**src/rtl/irq_readout_pkg.sv**
```systemverilog
package irq_readout_pkg;

  // ************************************************************
  // Register addresses on the nibble bus
  // ************************************************************
  localparam logic [3:0] ADDR_INT_REG = 4'h9;
  localparam logic [3:0] ADDR_TIME_BASE = 4'hA;
  localparam logic [3:0] ADDR_SIGNAL = 4'hB;
  localparam logic [3:0] ADDR_POS_PEAK = 4'hC;
  localparam logic [3:0] ADDR_NEG_PEAK = 4'hD;
  localparam logic [3:0] ADDR_COARSE = 4'hE;
  localparam logic [3:0] ADDR_FINE = 4'hF;

  // ************************************************************
  // Nibble counts per transfer and flag positions
  // ************************************************************
  localparam logic [2:0] NIB_LONG = 3'h6;
  localparam logic [2:0] NIB_SHORT = 3'h4;
  localparam logic [2:0] NIB_INT = 3'h2;
  localparam int FLAG_FREQ = 3;
  localparam int FLAG_PEAK = 2;
  localparam int FLAG_COARSE = 1;
  localparam int FLAG_FINE = 0;
  localparam int NUM_FLAGS = 4;

  // ************************************************************
  // Values after reset
  // ************************************************************
  localparam logic [3:0] FLAGS_RST = 4'h0;
  localparam logic [3:0] MASK_RST = 4'h0;
  localparam logic [2:0] CYC_RST = 3'h0;
  localparam logic [23:0] LONG_RST = 24'h000000;
  localparam logic [15:0] SHORT_RST = 16'h0000;
  localparam logic [3:0] NIB_RST = 4'h0;

  // ************************************************************
  // Types
  // ************************************************************
  typedef enum logic [1:0] {
    PH_IDLE = 2'b00,
    PH_READ = 2'b01,
    PH_WRITE = 2'b10
  } bus_phase_t;

  typedef struct packed {
    logic ale;
    logic cs_n;
    logic rd_n;
    logic wr_n;
    logic [3:0] ad;
  } bus_pins_t;

  localparam bus_pins_t PINS_RST = '{ale: 1'b0, cs_n: 1'b1, rd_n: 1'b1, wr_n: 1'b1, ad: 4'h0};

  typedef struct packed {
    logic freq_valid;
    logic [23:0] time_base;
    logic [23:0] signal;
    logic peak_valid;
    logic [15:0] pos_peak;
    logic [15:0] neg_peak;
    logic coarse_valid;
    logic [15:0] coarse;
    logic fine_valid;
    logic [23:0] fine;
  } meas_in_t;

  typedef struct packed {
    bus_pins_t prev;
    bus_phase_t phase;
    logic [3:0] addr;
    logic [2:0] cyc;
    logic [23:0] snap;
    logic [3:0] mask;
    logic irq_pend;
    logic irq_n;
    logic [3:0] ad_out;
    logic ad_oe;
    logic [3:0] clr_strobe;
    logic [23:0] time_base;
    logic [23:0] signal;
    logic [15:0] pos_peak;
    logic [15:0] neg_peak;
    logic [15:0] coarse;
    logic [23:0] fine;
  } core_state_t;

endpackage

```
**src/rtl/measurement_irq_readout.sv**
```systemverilog
//
// Operation
// [RULE1] Each fresh result from a source sets that source's event flag.
// [RULE2] Flag bits: 3 frequency counter, 2 peak hold, 1 coarse ADC, 0 fine ADC.
// [RULE3] Each mask bit gates only its own flag; flags update regardless of mask.
// [RULE4] An enabled new event drives the interrupt low until status is read.
// [RULE5] Completing the status read returns the interrupt line high.
// [RULE6] Host treats a falling interrupt edge as a request and reads status.
// [RULE7] Host rechecks the line after status read; reads again if still low.
// [RULE8] Flags read-only, mask read/write, via the two-nibble register transfer.
// [RULE9] A source flag clears when its clear strobe falls after its result read.
// [RULE10] Six result registers: three 24-bit in 6 nibbles, three 16-bit in 4.
// [RULE11] Host writes to result registers are ignored.
// [RULE12] Host issues exact nibble counts; cycle counter clears while ALE high.
// [RULE13] Host holds ADC first read strobe over one sample period, others over 2 us.
// [RULE14] Time-base read leaves bit 3 set; signal counter read clears it.
// [RULE15] Reading either peak register clears bit 2.
// [RULE16] 8-bit transfer is upper nibble then lower; new ALE restarts at upper.
// [RULE17] Event in the same cycle as its clear keeps the flag set.
//
`timescale 1ns/1ps
module measurement_irq_readout
  import irq_readout_pkg::*;
(
  // Clock and reset
  input wire logic ref_clk,
  input wire logic nrst,
  // Microprocessor nibble bus pins
  input wire logic cs_n,
  input wire logic rd_n,
  input wire logic wr_n,
  input wire logic ale,
  input wire logic [3:0] ad_in,
  output logic [3:0] ad_out,
  output logic ad_oe,
  // Interrupt to the host, active low
  output logic interrupt_request_out_n,
  // Measurement sources, same clock domain
  input wire meas_in_t meas,
  // Flag state for observation
  output logic [3:0] event_flags
);

  // ************************************************************
  // Pin synchronisation
  // ************************************************************
  bus_pins_t pins;
  bus_pins_t pins_raw;

  assign pins_raw = '{ale: ale, cs_n: cs_n, rd_n: rd_n, wr_n: wr_n, ad: ad_in};

  nibble_sync #(
    .W($bits(bus_pins_t))
  ) u_sync (
    .ref_clk(ref_clk),
    .nrst(nrst),
    .d_in(pins_raw),
    .q(pins)
  );

  // ************************************************************
  // Event flags
  // ************************************************************
  core_state_t state_r;
  core_state_t state_nxt;
  logic [3:0] ev_set;
  logic [3:0] ev_clr;
  logic [3:0] flags;

  always_comb
  begin
    ev_set = 4'h0;
    ev_set[FLAG_FREQ] = meas.freq_valid; // [RULE2]
    ev_set[FLAG_PEAK] = meas.peak_valid; // [RULE2]
    ev_set[FLAG_COARSE] = meas.coarse_valid; // [RULE2]
    ev_set[FLAG_FINE] = meas.fine_valid; // [RULE2]
  end

  // Clear on the falling edge of each source's strobe
  assign ev_clr = state_r.clr_strobe & ~state_nxt.clr_strobe; // [RULE9]

  event_flag_bank #(
    .N(NUM_FLAGS)
  ) u_flags (
    .ref_clk(ref_clk),
    .nrst(nrst),
    .set(ev_set),
    .clr(ev_clr),
    .flags(flags)
  );

  // ************************************************************
  // Register images and transfer lengths
  // ************************************************************
  function automatic logic [2:0] nib_count(input logic [3:0] a);
    case (a)
      ADDR_TIME_BASE, ADDR_SIGNAL, ADDR_FINE: nib_count = NIB_LONG; // [RULE10]
      ADDR_POS_PEAK, ADDR_NEG_PEAK, ADDR_COARSE: nib_count = NIB_SHORT; // [RULE10]
      default: nib_count = NIB_INT; // [RULE16]
    endcase
  endfunction

  // Left aligned so the upper nibble always goes out first
  function automatic logic [23:0] reg_image(input core_state_t s, input logic [3:0] f);
    case (s.addr)
      ADDR_INT_REG: reg_image = {f, s.mask, 16'h0000}; // [RULE8]
      ADDR_TIME_BASE: reg_image = s.time_base;
      ADDR_SIGNAL: reg_image = s.signal;
      ADDR_POS_PEAK: reg_image = {s.pos_peak, 8'h00};
      ADDR_NEG_PEAK: reg_image = {s.neg_peak, 8'h00};
      ADDR_COARSE: reg_image = {s.coarse, 8'h00};
      ADDR_FINE: reg_image = s.fine;
      default: reg_image = LONG_RST;
    endcase
  endfunction

  // Which flags a completed result read clears
  function automatic logic [3:0] clear_map(input logic [3:0] a);
    logic [3:0] m;
    m = 4'h0;
    case (a)
      ADDR_TIME_BASE: m = 4'h0; // [RULE14]
      ADDR_SIGNAL: m[FLAG_FREQ] = 1'b1; // [RULE14]
      ADDR_POS_PEAK, ADDR_NEG_PEAK: m[FLAG_PEAK] = 1'b1; // [RULE15]
      ADDR_COARSE: m[FLAG_COARSE] = 1'b1;
      ADDR_FINE: m[FLAG_FINE] = 1'b1;
      default: m = 4'h0;
    endcase
    clear_map = m;
  endfunction

  // ************************************************************
  // Bus engine
  // ************************************************************
  logic rd_fall;
  logic rd_rise;
  logic wr_fall;
  logic wr_rise;
  logic [2:0] last_cyc;
  logic [23:0] image;
  logic status_done;

  assign rd_fall = state_r.prev.rd_n & ~pins.rd_n;
  assign rd_rise = ~state_r.prev.rd_n & pins.rd_n;
  assign wr_fall = state_r.prev.wr_n & ~pins.wr_n;
  assign wr_rise = ~state_r.prev.wr_n & pins.wr_n;
  assign last_cyc = 3'(nib_count(state_r.addr) - 3'h1);
  assign image = reg_image(state_r, flags);

  always_comb
  begin
    state_nxt = state_r;
    state_nxt.prev = pins;
    status_done = 1'b0;

    // Result registers follow their sources
    if (meas.freq_valid)
    begin
      state_nxt.time_base = meas.time_base;
      state_nxt.signal = meas.signal;
    end
    if (meas.peak_valid)
    begin
      state_nxt.pos_peak = meas.pos_peak;
      state_nxt.neg_peak = meas.neg_peak;
    end
    if (meas.coarse_valid)
    begin
      state_nxt.coarse = meas.coarse;
    end
    if (meas.fine_valid)
    begin
      state_nxt.fine = meas.fine;
    end

    if (pins.ale)
    begin
      // Address latch also restarts the transfer at the upper nibble
      state_nxt.addr = pins.ad;
      state_nxt.cyc = CYC_RST; // [RULE12] [RULE16]
      state_nxt.phase = PH_IDLE;
      state_nxt.ad_oe = 1'b0;
      state_nxt.clr_strobe = 4'h0;
    end
    else if (pins.cs_n)
    begin
      state_nxt.phase = PH_IDLE;
      state_nxt.ad_oe = 1'b0;
    end
    else
    begin
      case (state_r.phase)
        PH_IDLE:
        begin
          if (rd_fall)
          begin
            state_nxt.phase = PH_READ;
            state_nxt.ad_oe = 1'b1;
            // Snapshot on the first nibble keeps a multi-nibble value coherent
            if (state_r.cyc == CYC_RST)
            begin
              state_nxt.ad_out = image[23:20]; // [RULE16]
              state_nxt.snap = {image[19:0], 4'h0};
            end
            else
            begin
              state_nxt.ad_out = state_r.snap[23:20];
              state_nxt.snap = {state_r.snap[19:0], 4'h0};
            end
            if (state_r.cyc == last_cyc)
            begin
              state_nxt.clr_strobe = clear_map(state_r.addr); // [RULE9]
            end
          end
          else if (wr_fall)
          begin
            state_nxt.phase = PH_WRITE;
          end
        end
        PH_READ:
        begin
          if (rd_rise)
          begin
            state_nxt.phase = PH_IDLE;
            state_nxt.ad_oe = 1'b0;
            state_nxt.clr_strobe = 4'h0; // [RULE9]
            if (state_r.addr == ADDR_INT_REG && state_r.cyc == last_cyc)
            begin
              status_done = 1'b1; // [RULE5]
            end
            // A surplus read holds at the last nibble
            if (state_r.cyc != last_cyc)
            begin
              state_nxt.cyc = 3'(state_r.cyc + 3'h1);
            end
          end
        end
        PH_WRITE:
        begin
          if (wr_rise)
          begin
            state_nxt.phase = PH_IDLE;
            // Only the lower nibble of the interrupt register is writable
            if (state_r.addr == ADDR_INT_REG && state_r.cyc == last_cyc)
            begin
              state_nxt.mask = pins.ad; // [RULE8] [RULE11]
            end
            if (state_r.cyc != last_cyc)
            begin
              state_nxt.cyc = 3'(state_r.cyc + 3'h1);
            end
          end
        end
        default:
        begin
          state_nxt.phase = PH_IDLE;
          state_nxt.ad_oe = 1'b0;
        end
      endcase
    end

    // ************************************************************
    // Interrupt line
    // ************************************************************
    // A new enabled event wins over the status read in the same cycle
    if (status_done)
    begin
      state_nxt.irq_pend = 1'b0; // [RULE5]
    end
    if (|(ev_set & state_r.mask))
    begin
      state_nxt.irq_pend = 1'b1; // [RULE3] [RULE4]
    end
    state_nxt.irq_n = ~state_nxt.irq_pend; // [RULE4]
  end

  always_ff @(posedge ref_clk or negedge nrst)
  begin
    if (!nrst)
    begin
      state_r.prev <= PINS_RST;
      state_r.phase <= PH_IDLE;
      state_r.addr <= NIB_RST;
      state_r.cyc <= CYC_RST;
      state_r.snap <= LONG_RST;
      state_r.mask <= MASK_RST;
      state_r.irq_pend <= 1'b0;
      state_r.irq_n <= 1'b1;
      state_r.ad_out <= NIB_RST;
      state_r.ad_oe <= 1'b0;
      state_r.clr_strobe <= FLAGS_RST;
      state_r.time_base <= LONG_RST;
      state_r.signal <= LONG_RST;
      state_r.pos_peak <= SHORT_RST;
      state_r.neg_peak <= SHORT_RST;
      state_r.coarse <= SHORT_RST;
      state_r.fine <= LONG_RST;
    end
    else
    begin
      state_r <= state_nxt;
    end
  end

  // ************************************************************
  // Outputs
  // ************************************************************
  assign ad_out = state_r.ad_out;
  assign ad_oe = state_r.ad_oe;
  assign interrupt_request_out_n = state_r.irq_n;
  assign event_flags = flags;

endmodule

```
**src/rtl/nibble_sync.sv**
```systemverilog
`timescale 1ns/1ps
module nibble_sync
  import irq_readout_pkg::*;
#(
  parameter int W = 8
)
(
  // Clock and reset
  input wire logic ref_clk,
  input wire logic nrst,
  // Asynchronous in, synchronised out
  input wire logic [W-1:0] d_in,
  output logic [W-1:0] q
);

  typedef struct packed {
    logic [W-1:0] s1;
    logic [W-1:0] s2;
  } sync_state_t;

  sync_state_t state_r;
  sync_state_t state_nxt;

  // Idle levels so that the bus looks quiet coming out of reset
  localparam logic [W-1:0] IDLE_LVL = W'(PINS_RST);

  always_comb
  begin
    state_nxt.s1 = d_in;
    state_nxt.s2 = state_r.s1;
  end

  always_ff @(posedge ref_clk or negedge nrst)
  begin
    if (!nrst)
    begin
      state_r <= '{s1: IDLE_LVL, s2: IDLE_LVL};
    end
    else
    begin
      state_r <= state_nxt;
    end
  end

  assign q = state_r.s2;

endmodule

```
**src/rtl/event_flag_bank.sv**
```systemverilog
`timescale 1ns/1ps
module event_flag_bank
  import irq_readout_pkg::*;
#(
  parameter int N = NUM_FLAGS
)
(
  // Clock and reset
  input wire logic ref_clk,
  input wire logic nrst,
  // Per-source events and clears
  input wire logic [N-1:0] set,
  input wire logic [N-1:0] clr,
  output logic [N-1:0] flags
);

  typedef struct packed {
    logic [N-1:0] flags;
  } bank_state_t;

  bank_state_t state_r;
  bank_state_t state_nxt;
  logic [N-1:0] flag_nxt;

  genvar i;
  generate
    for (i = 0; i < N; i++)
    begin : g_flag
      // Set beats clear so an event in the clearing cycle survives
      assign flag_nxt[i] = set[i] | (state_r.flags[i] & ~clr[i]); // [RULE1] [RULE9] [RULE17]
    end
  endgenerate

  always_comb
  begin
    state_nxt.flags = flag_nxt;
  end

  always_ff @(posedge ref_clk or negedge nrst)
  begin
    if (!nrst)
    begin
      state_r.flags <= N'(FLAGS_RST);
    end
    else
    begin
      state_r <= state_nxt;
    end
  end

  assign flags = state_r.flags;

endmodule

```
**config.mk**
```make
export PLATFORM = sky130hd
export DESIGN_NAME = measurement_irq_readout
export DESIGN_NICKNAME = d
export VERILOG_FILES = /design/src/rtl/irq_readout_pkg.sv /design/src/rtl/measurement_irq_readout.sv /design/src/rtl/nibble_sync.sv /design/src/rtl/event_flag_bank.sv
export SDC_FILE = /design/constraint.sdc
export NUM_CORES = 1
export LEC_CHECK = 0
export BUFFER_PORTS_ARGS = -buffer_cell sky130_fd_sc_hd__buf_2
export CAP_MARGIN = 30
export CORE_MARGIN = 10
export CORE_UTILIZATION = 44
export DETAILED_ROUTE_END_ITERATION = 8
export PLACE_DENSITY = 0.72
export SYNTH_ARGS = -nofsm -noshare
export SYNTH_HDL_FRONTEND = slang
export SYNTH_SLANG_ARGS = --single-unit
```
**constraint.sdc**
```tcl
create_clock -name ref_clk -period 2.2 [get_ports ref_clk]
set_input_delay 0.44 -clock ref_clk [delete_from_list [all_inputs] [get_ports ref_clk]]
set_output_delay 0.44 -clock ref_clk [all_outputs]
set_load 0.02 [all_outputs]
```
==> results.md <==
### Clock network
- 0.06 ns — clock-pin slew on the worst setup and hold paths
- 0.43 ns — clock insertion delay at the later pin of the skew report
- 4 — H-tree depth
- 2 — buffer levels on the longest clock path
- 186 — total number of clock tree sinks
- 17 — number of buffers inserted during clock tree synthesis
- 0 — count of buffers added by post-CTS timing repair for setup
- done — TritonCTS clock tree
- clkbuf_16 — CTS root buffer

### Placed design
- 143 — IO buf count
- 9320 um2 — instance area after placement
- 0.138 ns — DP Worst Slack
- 15.2 mm — total half-perimeter wirelength after legalization and detailed placement
- 0.871 — final weighted congestion in routability-driven placement
- 993 — Placed Cells incl. Taps

### Layout
- 20.8% — area added between synthesis and finish
- 4670 um2 — total area of sequential cells
- dfrtp_1, buf_2, mux2_2, nand2_1, mux2i_1 — most used cells in the layout excluding fill and tap cells
- 3350 um2 — Multi-input gate area
- dfrtp_1 — commonest non-fill, non-tap cell in the layout
- 0 — number of diodes
- 1026 — Finished Layout Cells
- 923 — total number of nets in the final design
- 1559 — fillers
- 43.5% — fraction of final layout cells sized beyond drive strength 1
- 54.7% — post-layout utilization of the core
- 9950 um2 — final design instance area without fill

### Drt
- 0 — antenna viol nets, final
- 0 — Residual DRC
- 375 — starting DRC count in detailed routing
- 9.89 mm — amount of wire on met2 after detailed routing
- 5.52 — post-detailed-route via-to-cell ratio
- 5664 — number of vias after detailed routing
- 5 — number of detailed-route iterations in the first pass
- 1.40 mm — met3 wirelength from detailed routing
- 9.26 mm — M1 wire length
- 20.4 um — detailed-route wire length per cell
- met4 — top routing layer in use
- 20.9 mm — final WL

### Logic synthesis
- 100% — share of flip-flops with an asynchronous set or reset
- dfrtp_1 — top flip-flop cell by instance count after synthesis
- 8240 um2 — mapped cell area
- 0 — number of flops mapped to enable cells by yosys
- dfrtp_1, mux2_2, mux2i_1, dfstp_2, a22oi_1 — main area contributors after synthesis
- 0 — number of warning messages in the yosys log
- 56.6% — sequential area share after synthesis
- dfrtp_1 — area leader, netlist
- 186 — #FFs+latches synth
- 53.7% — portion of synthesized cell area occupied by the leading cell type
- 49 — post-synth cell types
- 776 — total nets after synthesis
- 637 — number of instances in the synthesized netlist
- 12.9 um2 — post-synthesis area per instance

### Power
- 0.560 mV — worst-case vdd ir drop
- 8.20 mW — Final Total Pwr
- 4.44 nW — total leakage power
- 823 nW/um2 — power density normalized to cell area

### Min path
- in2reg — worst hold-check path type
- 1 — worst hold path depth
- wr_n — startpoint of the lowest-slack hold path
- u_sync.state_nxt[4]$_DFF_PN1_ — sink of the worst hold path

### Global route
- 0 — antenna violations before repair
- 71 — largest net degree at the start of global routing
- 0 — sum of overflow across all layers after global routing
- 17.2% — global-route total usage across every layer
- 33.0 mm — global-route wire length before repair
- 6087 — via count of the first global-routing pass

### STA
- 92.6% — period utilization
- false — unrepaired setup endpoints after global routing
- 0 — Hold Fails Final Rpt
- 0.108 ns — hold slack
- 0 — number of pins exceeding their max-slew limit in the final report
- 0 — final setup violation count
- 0.491 GHz — maximum clock frequency
- 0.767 ns — worst-margin pin slew
- 0.163 ns — setup slack of the critical path after layout
- 2.04 ns — post-layout minimum cycle time
- 0.00990 ns — final setup skew
- 48.9% — Slew HR
- 0 ns — Total Negative Setup Slacks

### Critical path
- state_r[162]$_DFFE_PN0P_ — critical register-to-register path startpoint
- 0.16 ns — worst reg2reg setup slack
- register — category of the worst setup path launch point
- u_flags.flags[2]$_DFF_PN0_ — endpoint of the worst register-to-register path
- register — element type at the critical path end
- 5 — number of cells on the worst reg-to-reg path
- 5 — Worst path depth
- and2b_1 -> or3_4 -> o2111ai_4 -> o41ai_4 -> a41oi_1 — Critical Path, Cell by Cell
- 2.48 ns — required time of the critical path
- 9 — maximum fanout along the worst path
- 2.31 ns — Arr. time, crit path
- 0 — WP buf/inv
- reg2reg — Setup CP Type
- compound AO/OA/AOI/OAI gates — cell family contributing the most delay on the critical path
- o41ai_4 — cell with the largest stage delay on the worst path
- 0.60 ns — Crit path largest cell delay

### Die
- 24600 um2 — overall die area
- 157 um — Die Wd
- 157 um — Die Y
- 18200 um2 — area of the core
- 49 — Placement Rows
- 45.3% — starting utilization of the core area
- 144 — count of boundary I/O pins

### Job
- 0 — max-capacitance violation count

### Outcome
- complete, no violations — run status

-- cell type report --
cell class | instances | share of cell area, %
Tap cell | 229 | 2.88
Clock buffer | 19 | 4.35
Inverter | 11 | 0.415
Multi-Input combinational cell | 397 | 33.7
Sequential cell | 186 | 46.9
Timing Repair Buffer | 171 | 9.89
Clock inverter | 13 | 1.90
-- worst reg2reg max path, cell delays in order, from the launching register on --
cell and delay (ns):
dfrtp_1 0.41, and2b_1 0.29, or3_4 0.17, o2111ai_4 0.22
o41ai_4 0.60, a41oi_1 0.20
-- worst max path at each step --
stage,startpoint,end,slack [ns]
after CTS,state_r[162]$_DFFE_PN0P_,state_r[148]$_DFFE_PN0P_,0.16
after global routing,state_r[162]$_DFFE_PN0P_,state_r[133]$_DFFE_PN0P_,0.01
after global placement,state_r[162]$_DFFE_PN0P_,state_r[133]$_DFFE_PN0P_,0.22
final,state_r[162]$_DFFE_PN0P_,u_flags.flags[2]$_DFF_PN0_,0.16
after detailed placement,state_r[162]$_DFFE_PN0P_,state_r[148]$_DFFE_PN0P_,0.14
after floorplan,state_r[164]$_DFFE_PN0P_,state_r[131]$_DFFE_PN0P_,0.26
-- flip-flops by register name, indices dropped and copies added, names as in the netlist --
| register | cells |
|---|---|
| u_flags.flags | 4 |
| interrupt_request_out_n | 1 |
| state_r | 160 |
| ad_oe | 1 |
| u_sync.state_nxt | 8 |
| u_sync.q | 8 |
| ad_out | 4 |
-- kinds of logic after synthesis --
kind of cell	count (synthesis)	synth area share [%]
compound gates	124	11.1
fa+ha+maj	5	0.759
buf+inv	54	2.84
flops	186	56.6
mux	166	22.1
simple gates	102	6.56
-- Yosys cell counts, drive strengths merged (2+ instances only) --
master,number
a21oi,14
a22o,4
a22oi,31
a2bb2oi,16
a311oi,2
a31oi,2
a41oi,2
and3,4
and4,3
and4b,2
buf,18
clkbuf,25
dfrtp,177
dfstp,9
ha,5
inv,11
mux2,130
mux2i,36
nand2,53
nand2b,7
nand3,7
nand3b,4
nand4,3
nor2,4
nor2b,3
nor4bb,2
o211ai,7
o21ai,28
o221ai,8
o31ai,3
or3,3
or4,2
-- repair_timing --
item,CTS,global route
hold buffers,1,0
hold endpoints to repair,24,0
gates resized for setup,0,1
setup endpoints to repair,0,2
-- report_power, final --
| group | leakage (nW) | total [mW] | internal (mW) | switching [mW] |
|---|---|---|---|---|
| combinational | 1.91 | 1.06 | 0.539 | 0.525 |
| sequential | 2.23 | 3.91 | 3.72 | 0.186 |
| clock | 0.298 | 3.23 | 1.91 | 1.31 |
| total | 4.44 | 8.20 | 6.17 | 2.02 |
-- metal layers --
metal / vias to the layer above / global-route usage (%)
li1: 2647 / -
met1: 2840 / 22.5
met2: 156 / 27.1
met3: 21 / 5.48
met4: 0 / 4.63
met5: - / 0
Power figures use the tool's default switching activity.
